--- src/hdl/iox_params.svh ---
// Offsets, reset values and timing counts of the port expander core.
// Assumes inclusion by bare name from every design file that needs them.
`ifndef IOX_PARAMS_SVH
`define IOX_PARAMS_SVH

// Register byte offsets on the APB
`define IOX_OFS_INPUT    8'h00
`define IOX_OFS_OUTPUT   8'h04
`define IOX_OFS_POLARITY 8'h08
`define IOX_OFS_CONFIG   8'h0C
`define IOX_OFS_STATUS   8'h10

// Reset values
`define IOX_RST_OUTPUT   8'hFF
`define IOX_RST_POLARITY 8'h00
`define IOX_RST_CONFIG   8'hFF

// Status field positions
`define IOX_STS_IRQ_BIT  0
`define IOX_STS_RDY_BIT  1

// Timing, in ns, and the system clock period in ns
`define IOX_CLK_PERIOD_NS    100
`define IOX_IRQ_VALID_NS     4000
`define IOX_IRQ_CLEAR_NS     4000
`define IOX_IRQ_VALID_CYC    (`IOX_IRQ_VALID_NS / `IOX_CLK_PERIOD_NS)
`define IOX_IRQ_CLEAR_CYC    (`IOX_IRQ_CLEAR_NS / `IOX_CLK_PERIOD_NS)

// Reset release stretch, in clock cycles
`define IOX_RST_STAGES       2

`endif

--- src/hdl/iox_pkg.sv ---
// Types shared by the port expander core.
// Assumes nothing beyond a SystemVerilog compiler.
package iox_pkg;

  // One APB request as seen by the slave
  typedef struct packed {
    logic       psel;
    logic       penable;
    logic       pwrite;
    logic [7:0] paddr;
    logic [31:0] pwdata;
  } iox_apb_req_t;

  // One open-drain or push-pull pad: output value and enable
  typedef struct packed {
    logic o;
    logic oe;
  } iox_pad_t;

endpackage

--- src/hdl/iox_pin_cell.sv ---
// Per-pin output stage: high-side and low-side driver control.
// Assumes direction and output bits come from clk_sys registers.
module iox_pin_cell #(
  parameter int WIDTH = 8
) (
  input  wire logic             clk_sys,
  input  wire logic             rst,
  input  wire logic [WIDTH-1:0] cfg_input,
  input  wire logic [WIDTH-1:0] out_val,
  output logic      [WIDTH-1:0] high_side_driver,
  output logic      [WIDTH-1:0] low_side_driver,
  output iox_pkg::iox_pad_t [WIDTH-1:0] pad
);

  ////////////////////////////////////////////////////////////////////////
  // One driver pair per pin; both off while the pin is an input
  for (genvar i = 0; i < WIDTH; i++) begin : g_pin
    always_ff @(posedge clk_sys or posedge rst) begin
      if (rst) begin
        high_side_driver[i] <= 1'b0;
        low_side_driver[i]  <= 1'b0;
      end else begin
        high_side_driver[i] <= ~cfg_input[i] & out_val[i];
        low_side_driver[i]  <= ~cfg_input[i] & ~out_val[i];
      end
    end
    // Pad view: drive level of high side, enable while either is on
    assign pad[i].o  = high_side_driver[i];
    assign pad[i].oe = high_side_driver[i] | low_side_driver[i];
  end

endmodule // iox_pin_cell

--- src/hdl/iox_sync.sv ---
// Two-flop synchroniser for a vector of independent levels.
// Assumes each bit is a slow level from outside the clk_sys domain.
module iox_sync #(
  parameter int WIDTH = 8
) (
  input  wire logic             clk_sys,
  input  wire logic             rst,
  input  wire logic [WIDTH-1:0] async_in,
  output logic      [WIDTH-1:0] sync_out
);

  logic [WIDTH-1:0] meta_q;

  ////////////////////////////////////////////////////////////////////////
  // First stage feeds only the second stage
  always_ff @(posedge clk_sys or posedge rst) begin
    if (rst) begin
      meta_q   <= '0;
      sync_out <= '0;
    end else begin
      meta_q   <= async_in;
      sync_out <= meta_q;
    end
  end

endmodule // iox_sync

--- src/hdl/iox_top.sv ---
// Port expander core: port registers, pin drivers, change interrupt.
// Assumes an APB master on clk_sys and a serial engine that flags the
// acknowledge bit of a read of this port; SCL itself arrives as a pin.
//
// What this block does
// - Reset pin low forces every register default.
// - Pins change again after reset pin rises.
// - Power-on reset holds defaults until supply good.
// - Input pin: both drivers off, high impedance.
// - Output pin: driver chosen by output bit.
// - Input pin edge, either way, raises interrupt.
// - Interrupt valid within 4 us of change.
// - Clear on return to original or read.
// - Read clear at ack bit, SCL rise.
// - Interrupt released within 4 us of SCL.
// - Change during clearing ack may be lost.
// - Every change after clear interrupts again.
// - Traffic for other devices leaves interrupt alone.
// - Output pins never raise the interrupt.
// - Output-to-input switch may interrupt spuriously.
// - Interrupt is active-low open drain.
// - Input register shows every pin level.
// - Output bits ignored on input pins.
`include "iox_params.svh"

module iox_top #(
  parameter int WIDTH = 8
) (
  input  wire logic             clk_sys,
  input  wire logic             sys_rst,
  input  wire logic             reset_pin_n,
  input  wire logic             por_ok,
  // APB slave
  input  wire logic             psel,
  input  wire logic             penable,
  input  wire logic             pwrite,
  input  wire logic [7:0]       paddr,
  input  wire logic [31:0]      pwdata,
  output logic      [31:0]      prdata,
  output logic                  pready,
  output logic                  pslverr,
  // Serial link hooks
  input  wire logic             scl_i,
  input  wire logic             rd_ack_phase,
  // Port pins
  input  wire logic [WIDTH-1:0] port_pins_i,
  output logic      [WIDTH-1:0] port_pins_o,
  output logic      [WIDTH-1:0] port_pins_oe,
  output logic      [WIDTH-1:0] high_side_driver,
  output logic      [WIDTH-1:0] low_side_driver,
  // Interrupt, open drain
  output logic                  irq_n_o,
  output logic                  irq_n_oe
);

  // Timing budgets the pipeline below stays well inside
  localparam int IrqValidCyc = `IOX_IRQ_VALID_CYC;
  localparam int IrqClearCyc = `IOX_IRQ_CLEAR_CYC;

  iox_pkg::iox_apb_req_t        req;
  iox_pkg::iox_pad_t [WIDTH-1:0] pad;

  logic                          core_rst;
  logic [`IOX_RST_STAGES-1:0]    rst_pipe_q;
  logic                          rst_any;
  logic [WIDTH-1:0]              pins_sync;
  logic                          scl_sync;
  logic                          scl_prev_q;
  logic                          scl_rise;
  logic                          rd_ack_q;
  logic                          clear_evt;
  logic [WIDTH-1:0]              output_q;
  logic [WIDTH-1:0]              polarity_q;
  logic [WIDTH-1:0]              config_q;
  logic [WIDTH-1:0]              input_q;
  logic [WIDTH-1:0]              snapshot_q;
  logic [WIDTH-1:0]              change_d;
  logic                          irq_q;
  logic                          ready_q;
  logic [1:0]                    fill_q;
  logic [31:0]                   rdata_q;
  logic [31:0]                   rdata_d;
  logic                          addr_ok;
  logic                          wr_en;

  ////////////////////////////////////////////////////////////////////////
  // Reset: any source asserts at once, release is synchronised.
  // Asynchronous assert so even a 4 ns pin pulse is never missed.
  assign rst_any = sys_rst | ~reset_pin_n | ~por_ok;

  always_ff @(posedge clk_sys or posedge rst_any) begin
    if (rst_any) begin
      rst_pipe_q <= '1;
    end else begin
      rst_pipe_q <= {rst_pipe_q[`IOX_RST_STAGES-2:0], 1'b0};
    end
  end

  assign core_rst = rst_pipe_q[`IOX_RST_STAGES-1];

  ////////////////////////////////////////////////////////////////////////
  // Pin and SCL synchronisers
  iox_sync #(
    .WIDTH    (WIDTH)
  ) u_pin_sync (
    .clk_sys  (clk_sys),
    .rst      (core_rst),
    .async_in (port_pins_i),
    .sync_out (pins_sync)
  );

  iox_sync #(
    .WIDTH    (1)
  ) u_scl_sync (
    .clk_sys  (clk_sys),
    .rst      (core_rst),
    .async_in (scl_i),
    .sync_out (scl_sync)
  );

  ////////////////////////////////////////////////////////////////////////
  // SCL rising edge, qualified by the ack bit of a read of this port.
  // The qualifier comes from our own serial engine only, so writes or
  // reads addressed to other bus devices never clear anything.
  always_ff @(posedge clk_sys or posedge core_rst) begin
    if (core_rst) begin
      scl_prev_q <= 1'b0;
    end else begin
      scl_prev_q <= scl_sync;
    end
  end

  // Qualifier delayed one edge so it still stands at the synced SCL rise
  always_ff @(posedge clk_sys or posedge core_rst) begin
    if (core_rst) begin
      rd_ack_q <= 1'b0;
    end else begin
      rd_ack_q <= rd_ack_phase;
    end
  end

  // The synchroniser leaves reset low while SCL idles high, which looks
  // like a rise; ready_q masks it until the input path has filled.
  assign scl_rise  = scl_sync & ~scl_prev_q;
  assign clear_evt = scl_rise & rd_ack_q & ready_q;

  ////////////////////////////////////////////////////////////////////////
  // APB request bundle and decode
  assign req.psel    = psel;
  assign req.penable = penable;
  assign req.pwrite  = pwrite;
  assign req.paddr   = paddr;
  assign req.pwdata  = pwdata;

  always_comb begin
    case (req.paddr)
      `IOX_OFS_INPUT,
      `IOX_OFS_OUTPUT,
      `IOX_OFS_POLARITY,
      `IOX_OFS_CONFIG,
      `IOX_OFS_STATUS: addr_ok = 1'b1;
      default:         addr_ok = 1'b0;
    endcase
  end

  assign wr_en = req.psel & req.penable & req.pwrite & addr_ok;

  ////////////////////////////////////////////////////////////////////////
  // Output, polarity and direction registers
  always_ff @(posedge clk_sys or posedge core_rst) begin
    if (core_rst) begin
      output_q   <= `IOX_RST_OUTPUT;
      polarity_q <= `IOX_RST_POLARITY;
      config_q   <= `IOX_RST_CONFIG;                   // All pins input
    end else if (wr_en) begin
      case (req.paddr)
        `IOX_OFS_OUTPUT:   output_q   <= req.pwdata[WIDTH-1:0];
        `IOX_OFS_POLARITY: polarity_q <= req.pwdata[WIDTH-1:0];
        `IOX_OFS_CONFIG:   config_q   <= req.pwdata[WIDTH-1:0];
        default: ;                                    // Input is read-only
      endcase
    end
  end

  ////////////////////////////////////////////////////////////////////////
  // Input register follows every pin, inputs and outputs alike
  always_ff @(posedge clk_sys or posedge core_rst) begin
    if (core_rst) begin
      input_q <= '0;
    end else begin
      input_q <= pins_sync;
    end
  end

  ////////////////////////////////////////////////////////////////////////
  // Fill count: the input register holds real pin levels only three
  // edges after reset release (two sync flops and itself); arming any
  // earlier would make every high pin look like a change.
  always_ff @(posedge clk_sys or posedge core_rst) begin
    if (core_rst) begin
      fill_q <= 2'h0;
    end else if (fill_q != 2'h3) begin
      fill_q <= fill_q + 2'h1;
    end
  end

  // Armed once the input path has filled; stays armed until reset
  always_ff @(posedge clk_sys or posedge core_rst) begin
    if (core_rst) begin
      ready_q <= 1'b0;
    end else if (fill_q == 2'h3) begin
      ready_q <= 1'b1;
    end
  end

  ////////////////////////////////////////////////////////////////////////
  // Snapshot taken at each clearing read; follows the live pins until
  // armed so a fresh device starts with no pending change.
  // Hazard: a change landing in the same cycle is absorbed, as allowed.
  always_ff @(posedge clk_sys or posedge core_rst) begin
    if (core_rst) begin
      snapshot_q <= '0;
    end else if (!ready_q || clear_evt) begin
      snapshot_q <= input_q;
    end
  end

  ////////////////////////////////////////////////////////////////////////
  // Change detect: only input-mode pins that differ from the snapshot.
  // Pending tracks the difference, so a pin that reverts clears it and
  // any later change sets it again.
  // Limitation: an output turned back to input whose level differs from
  // the snapshot raises the interrupt at once; software must expect it.
  assign change_d = (input_q ^ snapshot_q) & config_q;

  always_ff @(posedge clk_sys or posedge core_rst) begin
    if (core_rst) begin
      irq_q <= 1'b0;
    end else if (clear_evt) begin
      irq_q <= 1'b0;
    end else begin
      irq_q <= ready_q & (|change_d);
    end
  end

  // Open drain: pull low while pending, float otherwise
  assign irq_n_o  = 1'b0;
  assign irq_n_oe = irq_q;

  ////////////////////////////////////////////////////////////////////////
  // Pin drivers
  iox_pin_cell #(
    .WIDTH            (WIDTH)
  ) u_pins (
    .clk_sys          (clk_sys),
    .rst              (core_rst),
    .cfg_input        (config_q),
    .out_val          (output_q),
    .high_side_driver (high_side_driver),
    .low_side_driver  (low_side_driver),
    .pad              (pad)
  );

  // Flatten pad structs onto the three-signal pin ports
  for (genvar i = 0; i < WIDTH; i++) begin : g_pad
    assign port_pins_o[i]  = pad[i].o;
    assign port_pins_oe[i] = pad[i].oe;
  end

  ////////////////////////////////////////////////////////////////////////
  // Read mux, captured in the setup cycle so prdata is a flop
  // Polarity bends only the read value, never the change detection
  always_comb begin
    rdata_d = 32'h0000_0000;
    case (req.paddr)
      `IOX_OFS_INPUT:    rdata_d[WIDTH-1:0] = input_q ^ polarity_q;
      `IOX_OFS_OUTPUT:   rdata_d[WIDTH-1:0] = output_q;
      `IOX_OFS_POLARITY: rdata_d[WIDTH-1:0] = polarity_q;
      `IOX_OFS_CONFIG:   rdata_d[WIDTH-1:0] = config_q;
      `IOX_OFS_STATUS: begin
        rdata_d[`IOX_STS_IRQ_BIT] = irq_q;
        rdata_d[`IOX_STS_RDY_BIT] = ready_q;
      end
      default:           rdata_d = 32'h0000_0000;
    endcase
  end

  always_ff @(posedge clk_sys or posedge core_rst) begin
    if (core_rst) begin
      rdata_q <= 32'h0000_0000;
    end else if (req.psel && !req.penable) begin
      rdata_q <= rdata_d;
    end
  end

  // Zero wait states; error only on unmapped addresses
  assign pready  = 1'b1;
  assign pslverr = req.psel & req.penable & ~addr_ok;
  assign prdata  = rdata_q;

endmodule // iox_top

--- config.mk ---
export PLATFORM = sky130hd
export DESIGN_NAME = iox_top
export DESIGN_NICKNAME = d
export VERILOG_FILES = /design/src/hdl/iox_pkg.sv /design/src/hdl/iox_pin_cell.sv /design/src/hdl/iox_sync.sv /design/src/hdl/iox_top.sv
export VERILOG_INCLUDE_DIRS = /design/src /design/src/hdl
export SDC_FILE = /design/constraint.sdc
export NUM_CORES = 1
export LEC_CHECK = 0
export ABC_AREA = 1
export ABC_CLOCK_PERIOD_IN_PS = 5100
export BUFFER_PORTS_ARGS = -buffer_cell sky130_fd_sc_hd__buf_4
export CAP_MARGIN = 20
export CELL_PAD_IN_SITES_DETAIL_PLACEMENT = 0
export CELL_PAD_IN_SITES_GLOBAL_PLACEMENT = 1
export CORE_ASPECT_RATIO = 1.75
export CORE_MARGIN = 2
export CORE_UTILIZATION = 41
export CTS_CLUSTER_SIZE = 14
export DETAILED_ROUTE_END_ITERATION = 10
export HOLD_SLACK_MARGIN = 0.08
export PLACE_DENSITY_LB_ADDON = 0.1
export SLEW_MARGIN = 15
export SYNTH_ARGS = -nofsm -noshare
export SYNTH_HDL_FRONTEND = slang
export SYNTH_SLANG_ARGS = --single-unit
--- constraint.sdc ---
create_clock -name clk_sys -period 5.1 [get_ports clk_sys]
set_input_delay 1.02 -clock clk_sys [delete_from_list [all_inputs] [get_ports clk_sys]]
set_output_delay 1.02 -clock clk_sys [all_outputs]
set_load 0.03 [all_outputs]
* Word-level counts from Yosys, hierarchy flattened *
Index checks and enable logic that the tools add are counted.

word-level totals
  output and inout bits = 68
  flip-flop bits (word level) = 90
  input port bits = 57

operators by class
  $add $sub $neg = 1
  bitwise gates (word level) = 57
  reduce and logical (&&, ||, !) cells = 10
  equal/unequal tests = 6
  multiplexer cells = 4

operators by type and width
  operator                                        count
  AND 1 bit                                       24
  one-hot mux 6 bit (4 select lines)              1
  inverter 1 bit                                  20
  == test 8 x 4 -> 1 bit (second input constant)  2
  XOR 8 bit                                       2
  bitwise OR 1 bit                                10
  one-hot mux 2 bit (5 select lines)              1
  AND 8 bit                                       1
  == test 8 x 3 -> 1 bit (second input constant)  1
  == test 8 x 5 -> 1 bit (second input constant)  1
  logical NOT 8 bit                               1
  OR reduction 8 bit                              1
  AND reduction 2 bit                             3
  OR reduction 5 bit                              1
  adder 2 x 1 -> 2 bit (second input constant)    1
  == test 2 bit (second input constant)           1
  logical NOT 1 bit                               2
  2-to-1 mux 1 bit                                2
  != test 2 bit (second input constant)           1
  logical AND 1 bit                               1
  logical OR 1 bit                                1

* Logic depth before layout (Yosys ltp) *
Gate-level depths: netlist (run 1).

  depth in word-level cells = 5
  depth in mapped cells = 9
  mapped depth without buffers = 9

* Hierarchy *
From an unflattened synthesis (run 1), not the netlist that was laid out.

second synthesis, totals
  cells, all modules = 414
  area total of the unflattened synthesis = 4,052.6 µm²

modules (own cells, without submodules)
  module                 cells an instance  area an instance (µm²)  instances  seq. area each (µm²)
  iox_top                321                2,930.3                 1          1,423.9
  iox_pin_cell           73                 664.4                   1          400.4
  iox_sync (u_pin_sync)  17                 404.1                   1          400.4
  iox_sync (u_scl_sync)  3                  53.8                    1          50.0

* Worst setup path after synthesis (run 1) *
Ideal clock, no wire load.

  path type = input to output
  start = input paddr[5]
  end = output pslverr
  slack = 1.884 ns
  data arrival time = 2.196 ns
  cell stages on the path = 7
  required time = 4.080 ns
  cell sequence = nor2_2 -> nand2_4 -> nor2_8 -> nor2_2 -> nand3_4 -> buf_8 -> nor2_1

on the way
  cells in the longest elaborated chain, start to end = 5
  elaborated cells between the ends (all ways) = 9
  classes of those cells = 4 x eq/ne; 1 x mux; 2 x bitwise; 2 x reduce/logical

ends and longest elaborated chain
  what                                            RTL line        source
  start, declared                                 iox_top.sv:37   input wire logic [7:0] paddr,
  == test 8 x 4 -> 1 bit (tied with other cells)  iox_top.sv:156  case (req.paddr)
  OR reduction 5 bit (*)                          iox_top.sv:156
  2-to-1 mux 1 bit (*)                            iox_top.sv:156
  inverter 1 bit (*)                              iox_top.sv:298  assign pslverr = req.psel & req.penable & ~addr_ok;
  AND 1 bit (*)                                   iox_top.sv:298
  end, declared                                   iox_top.sv:41   output logic pslverr,

Every way passes the cells marked *; elsewhere a longest branch is shown, timed or not.

* Worst setup path in the final report (run 1) *
  start = input paddr[1]
  end = output pslverr

Same word-level chain as after synthesis.

==> flow_metrics.py, run 1 <==
metrics = {
    "status": {
        "status": "completed",
    },
    "timing": {
        "max_slew_margin_pct": 39.5,
        "skew_ns": 0.00396,
        "max_freq_mhz": 297,
        "worstMarginPinSlew_ns": 0.906,
        "setup_viol": 0,
        "maxSlewViolCount": 0,
        "finalCritPeriodShare_pct": 65.9,
        "fin_crit_ns": 3.36,
        "rsz0062_at_grt": "false",
        "finalSetupTns_ns": 0,
        "finalHoldViolations": 0,
    },
    "clock_tree": {
        "postCtsHoldBufs": 0,
        "clkSinkCount": 90,
        "cts.path.max_buffers": 2,
        "htreeDepth": 3,
        "clock_latency_ns": 0.33,
        "clk_pin_slew_ns": 0.06,
        "cts_buffers": 9,
        "cts_resized": 0,
        "clock-root-buffer": "clkbuf_16",
        "cts_tree": "done",
        "post_cts_buffers": 0,
    },
    "floorplan": {
        "die_width_microns": 78.0,
        "dieArea_sq_um": 10400,
        "pin_count": 125,
        "die_y_microns": 133,
        "rows": 47,
        "core_sq_um": 9410,
        "start_util_pct": 41.7,
    },
    "power": {
        "p_int_mw": 1.25,
        "power_frac_clock_pct": 44.5,
        "p_sw_share_pct": 22.5,
        "p_seq_share_pct": 47.4,
        "p_switching_mw": 0.361,
        "p_per_area_nw_per_um2": 336,
        "p_comb_share_pct": 8.1,
        "p_leak_nw": 2.45,
        "peakVddDrop_uv": 225,
    },
    "synth": {
        "synthAdderAreaFrac_pct": 0.319,
        "synth_top_area_cell": "dfrtp_1",
        "synthDistinctLibCells": 26,
        "synth_simple_gate_area_share_pct": 24.8,
        "synth_top_family_by_area": "simple AND/OR/NAND/NOR gates",
        "ys_seq_area_share_pct": 57.9,
        "synth_area_leaders": "dfrtp_1, dfstp_2, nand2_1",
        "ys_warn_count": 0,
        "synthMuxAreaShare_pct": 2.29,
        "synth_compound_area_share_pct": 2.96,
        "synth.cell_area_sq_um": 3930,
        "postSynthCellCount": 388,
        "syn_avg_cell_area_sq_um": 10.1,
        "synth-seq-cells": 90,
        "synth_top_area_share_pct": 45.9,
        "synth-xor-area-share_pct": 2.23,
    },
    "setup_path": {
        "r2r_cells": 3,
        "r2r_slack_ns": 3.73,
        "rr_endpoint": "snapshot_q[2]",
        "cp-end-kind": "output pin",
        "reg2reg_from": "scl_prev_q",
        "path_max_fanout": 19,
        "cp.arrival_ns": 2.34,
        "path_class": "input port to output pin",
        "worst_ep_required_time_ns": 4.08,
        "cp-start-kind": "input port",
    },
    "routing": {
        "vias": 2668,
        "drt_iter0_drc": 117,
        "drcViolationCount": 0,
        "first_pass_iters": 4,
        "ant_nets": 0,
        "via_per_inst": 4.54,
        "wl_microns": 7740,
        "routedWlPerCell_microns": 13.2,
    },
    "grt": {
        "grt_pass1_vias": 2461,
        "antenna_found_initial": 0,
        "grt_first_pass_wirelength_microns": 12300,
        "overflow": 0,
        "grt_max_degree": 55,
        "track_usage_pct": 15.6,
    },
    "placement": {
        "io_buffer_count": 74,
        "globalplace.congestion": 0.792,
        "dpl.hpwl_microns": 5440,
    },
    "cells_and_area": {
        "fillCellCount": 923,
        "final_util_pct": 50.8,
        "num-nets-final": 519,
        "area_growth_pct": 21.8,
        "diodes": 0,
        "layout-drive-gt1-share_pct": 30.9,
    },
    "flow_run": {
        "max-cap-violations": 0,
    },
    "worst_hold_path": {
        "hp-class": "register to asynchronous set/reset pin",
    },
}
## critical path: stages
cell and delay, ns:
buf_4 0.11, nor2_2 0.15, nand3_1 0.19, nor2_8 0.31, nor2_2 0.08, nand3_4 0.22
nor2_1 0.07, buf_4 0.17
## power groups by stage
stage	registers, mW	logic (mW)	clock network, mW
after floorplan	0.779	0.0953	0
after detailed placement	0.775	0.131	0
after CTS	0.762	0.132	0.733
after global routing	0.765	0.142	0.764
final	0.762	0.130	0.716
after global placement	0.773	0.130	0
## synthesized netlist by cell type (all sizes together)
master	count
a21oi	13
inv	19
xor2	9
ha	1
buf	39
or2	11
nor3	1
nand3b	1
nand3	9
o22ai	1
xnor2	1
dfstp	18
o21ai	9
mux2	8
nor2	50
nand2	103
conb	2
nand4	21
dfrtp	72
## per-layer routing
layer / track usage (%) / part of all wire, %
met1: 18.8 / 41
met5: 0 / 0
met4: 7.31 / 2.0
met3: 3.25 / 4.2
met2: 26.5 / 52
## final cells by class
class	count	area, sq um	area share [%]
Sequential cell	90	2270	47.6
Multi-Input combinational cell	265	1380	28.9
Timing Repair Buffer	76	571	11.9
Clock buffer	12	256	5.36
Tap cell	122	153	3.19
Clock inverter	4	75.1	1.57
Inverter	19	72.6	1.52
## metrics by stage
stage / worst slack, ns / hold WS [ns] / power (mW) / area [sq um] / std cells
4_1_cts: 1.73 / 0.324 / 1.63 / 4780 / 588
2_1_floorplan: 1.88 / 0.331 / 0.874 / 4020 / 413
3_5_place_dp: 1.72 / 0.319 / 0.906 / 4450 / 572
5_1_grt: 1.63 / 0.355 / 1.67 / 4780 / 588
3_3_place_gp: 1.73 / 0.316 / 0.903 / 4450 / 572
6_report: 1.74 / 0.305 / 1.61 / 4780 / 588
## worst max-delay path by stage
stage | slack (ns) | start | to
after floorplan | 1.88 | paddr[5] | pslverr
after global placement | 1.73 | paddr[1] | pslverr
after detailed placement | 1.72 | paddr[1] | pslverr
after CTS | 1.73 | paddr[1] | pslverr
after global routing | 1.63 | paddr[1] | pslverr
final | 1.74 | paddr[1] | pslverr
## cells in the final DEF (no fill, tap or decap), types with 6 or more instances in the layout
| master | Yosys | final |
|---|---|---|
| buf_4 | 36 | 76 |
| nor2_1 | 40 | 40 |
| conb_1 | 2 | 27 |
| xor2_1 | 9 | 9 |
| inv_1 | 19 | 18 |
| o21ai_0 | 9 | 9 |
| nand3_1 | 6 | 6 |
| or2_2 | 11 | 11 |
| dfrtp_1 | 72 | 72 |
| nand4_1 | 20 | 20 |
| nor2_2 | 6 | 6 |
| dfstp_2 | 18 | 18 |
| nand2_1 | 102 | 102 |
| clkbuf_16 | 0 | 9 |
| mux2_2 | 8 | 8 |
| a21oi_1 | 13 | 13 |
## logic make-up after synthesis
group           after synthesis
simple gates                196
flops                        90
buf+inv                      58
compound gates               23
xor+xnor                     10
mux                           8
other cells                   2
fa+ha+maj                     1
Note: power is estimated with default switching activity, not from simulation.
==> run 2: changes to the inputs <==
--- a/config.mk
+++ b/config.mk
@@ -7,14 +7,14 @@
 export NUM_CORES = 1
 export LEC_CHECK = 0
 export ABC_AREA = 1
-export ABC_CLOCK_PERIOD_IN_PS = 5100
+export ABC_CLOCK_PERIOD_IN_PS = 2900
 export BUFFER_PORTS_ARGS = -buffer_cell sky130_fd_sc_hd__buf_4
 export CAP_MARGIN = 20
 export CELL_PAD_IN_SITES_DETAIL_PLACEMENT = 0
 export CELL_PAD_IN_SITES_GLOBAL_PLACEMENT = 1
 export CORE_ASPECT_RATIO = 1.75
 export CORE_MARGIN = 2
-export CORE_UTILIZATION = 41
+export CORE_UTILIZATION = 34
 export CTS_CLUSTER_SIZE = 14
 export DETAILED_ROUTE_END_ITERATION = 10
 export HOLD_SLACK_MARGIN = 0.08
==> constraint.sdc (replaced) <==
create_clock -name clk_sys -period 2.9 [get_ports clk_sys]
set_input_delay 0.58 -clock clk_sys [delete_from_list [all_inputs] [get_ports clk_sys]]
set_output_delay 0.58 -clock clk_sys [all_outputs]
set_load 0.03 [all_outputs]
==> flow_metrics.py, run 2 (synthesis gave the netlist of run 1 again) <==
metrics = {
    "status": {
        "status": "completed",
    },
    "setup_path": {
        "cp-start-kind": "input port",
        "r2r_cells": 3,
        "max_stage_delay_ns": 0.24,
        "path_max_fanout": 9,
        "path_class": "input port to output pin",
        "cp-end-kind": "output pin",
        "crit_chain": "buf_4 -> nor2_2 -> nand2_4 -> nor2_8 -> nor2_2 -> nand3_4 -> nor2_1 -> buf_4",
        "rr_endpoint": "snapshot_q[5]",
        "reg2reg_from": "scl_prev_q",
        "r2r_slack_ns": 1.54,
        "critPathSlowestCell": "nor2_8",
        "cp.arrival_ns": 1.64,
        "worst_ep_required_time_ns": 2.32,
    },
    "placement": {
        "globalplace.congestion": 0.760,
        "dpl.hpwl_microns": 6060,
        "dp_cells": 591,
        "io_buffer_count": 74,
    },
    "clock_tree": {
        "htreeDepth": 3,
        "cts_resized": 0,
        "clkSinkCount": 90,
        "postCtsHoldBufs": 0,
        "cts.path.max_buffers": 2,
        "clock_latency_ns": 0.33,
        "clock-root-buffer": "clkbuf_16",
        "post_cts_buffers": 0,
        "cts_buffers": 9,
        "clk_pin_slew_ns": 0.06,
        "cts_tree": "done",
    },
    "timing": {
        "fin_crit_ns": 2.22,
        "finalHoldViolations": 0,
        "max_freq_mhz": 451,
        "skew_ns": 0.00534,
        "setup_viol": 0,
        "rsz0062_at_grt": "false",
        "finalCritPeriodShare_pct": 76.4,
        "maxSlewViolCount": 0,
        "finalSetupTns_ns": 0,
        "worstMarginPinSlew_ns": 0.740,
        "max_slew_margin_pct": 50.6,
        "finalHoldWorstSlack_ns": 0.346,
    },
    "cells_and_area": {
        "num-nets-final": 525,
        "layout_common_cells": "nand2_1, buf_4, dfrtp_1",
        "instances_no_fill": 607,
        "layout-drive-gt1-share_pct": 31.8,
        "final_util_pct": 42.1,
        "area_growth_pct": 22.1,
        "diodes": 0,
        "final_common_cell": "nand2_1",
        "fillCellCount": 1120,
    },
    "grt": {
        "track_usage_pct": 13.7,
        "antenna_found_initial": 0,
        "grt_pass1_vias": 2583,
        "grt_first_pass_wirelength_microns": 13400,
        "overflow": 0,
        "grt_max_degree": 46,
    },
    "floorplan": {
        "die_width_microns": 85.2,
        "rows": 52,
        "die_y_microns": 146,
        "pin_count": 125,
        "core_sq_um": 11400,
        "start_util_pct": 34.5,
        "dieArea_sq_um": 12500,
    },
    "routing": {
        "drt_iter0_drc": 120,
        "vias": 2741,
        "ant_nets": 0,
        "first_pass_iters": 4,
        "routedWlPerCell_microns": 13.4,
        "via_per_inst": 4.52,
        "drcViolationCount": 0,
        "wl_microns": 8160,
    },
    "worst_hold_path": {
        "hp-class": "register to register",
        "min_from": "u_pin_sync.sync_out[2]",
        "holdPathStages": 0,
        "min_to": "input_q[2]",
    },
    "power": {
        "p_seq_share_pct": 50.6,
        "p_int_mw": 2.02,
        "power_frac_clock_pct": 40.6,
        "p_comb_share_pct": 8.8,
        "p_sw_share_pct": 23.9,
        "power_mw": 2.65,
        "p_switching_mw": 0.634,
        "peakVddDrop_uv": 350,
        "p_leak_nw": 2.46,
        "p_per_area_nw_per_um2": 553,
    },
    "flow_run": {
        "max-cap-violations": 0,
    },
}
run 2: cell type report:
| cell class | count | area, sq um | share of cell area (%) |
|---|---|---|---|
| Timing Repair Buffer | 82 | 616 | 12.8 |
| Clock inverter | 4 | 26.3 | 0.548 |
| Clock buffer | 12 | 256 | 5.35 |
| Tap cell | 135 | 169 | 3.52 |
| Multi-Input combinational cell | 265 | 1380 | 28.8 |
| Sequential cell | 90 | 2270 | 47.4 |
| Inverter | 19 | 72.6 | 1.51 |
run 2: per-layer routing:
| metal | GRT usage [%] | vias up | share of wire [%] | wire length (microns) |
|---|---|---|---|---|
| met5 | 0 | - | 0 | 0 |
| met4 | 5.00 | 0 | 1.1 | 88 |
| met3 | 2.71 | 6 | 5.1 | 415 |
| met2 | 23.4 | 75 | 53 | 4340 |
| met1 | 17.1 | 1317 | 41 | 3310 |
| li1 | - | 1343 | - | - |
run 2: worst max path at each step:
stage	from	endpoint	slack (ns)	cells after the start
final	paddr[5]	pslverr	0.68	8
after global placement	paddr[5]	pslverr	0.67	8
after detailed placement	paddr[1]	pslverr	0.66	8
after global routing	paddr[1]	pslverr	0.58	8
after CTS	paddr[1]	pslverr	0.66	8
after floorplan	rst_pipe_q[1]	fill_q[0]	0.31	1
run 2: stage by stage:
stage | setup WS (ns) | cell area, sq um
finish | 0.685 | 4790
global route | 0.585 | 4790
CTS | 0.655 | 4790
detailed placement | 0.660 | 4510
global placement | 0.666 | 4510
floorplan | 0.310 | 4020
run 2: power by group through the flow:
stage / Clock, mW / Sequential (mW) / Combinational, mW
final: 1.08 / 1.34 / 0.233
after global routing: 1.17 / 1.35 / 0.256
after CTS: 1.12 / 1.34 / 0.237
after detailed placement: 0 / 1.36 / 0.237
after global placement: 0 / 1.36 / 0.233
after floorplan: 0 / 1.37 / 0.168
run 2: worst max-delay path: cells and delay by family:
family	cells	cell delay (ns)
buffers and inverters	2	0.28
and+or+nand+nor	6	0.77
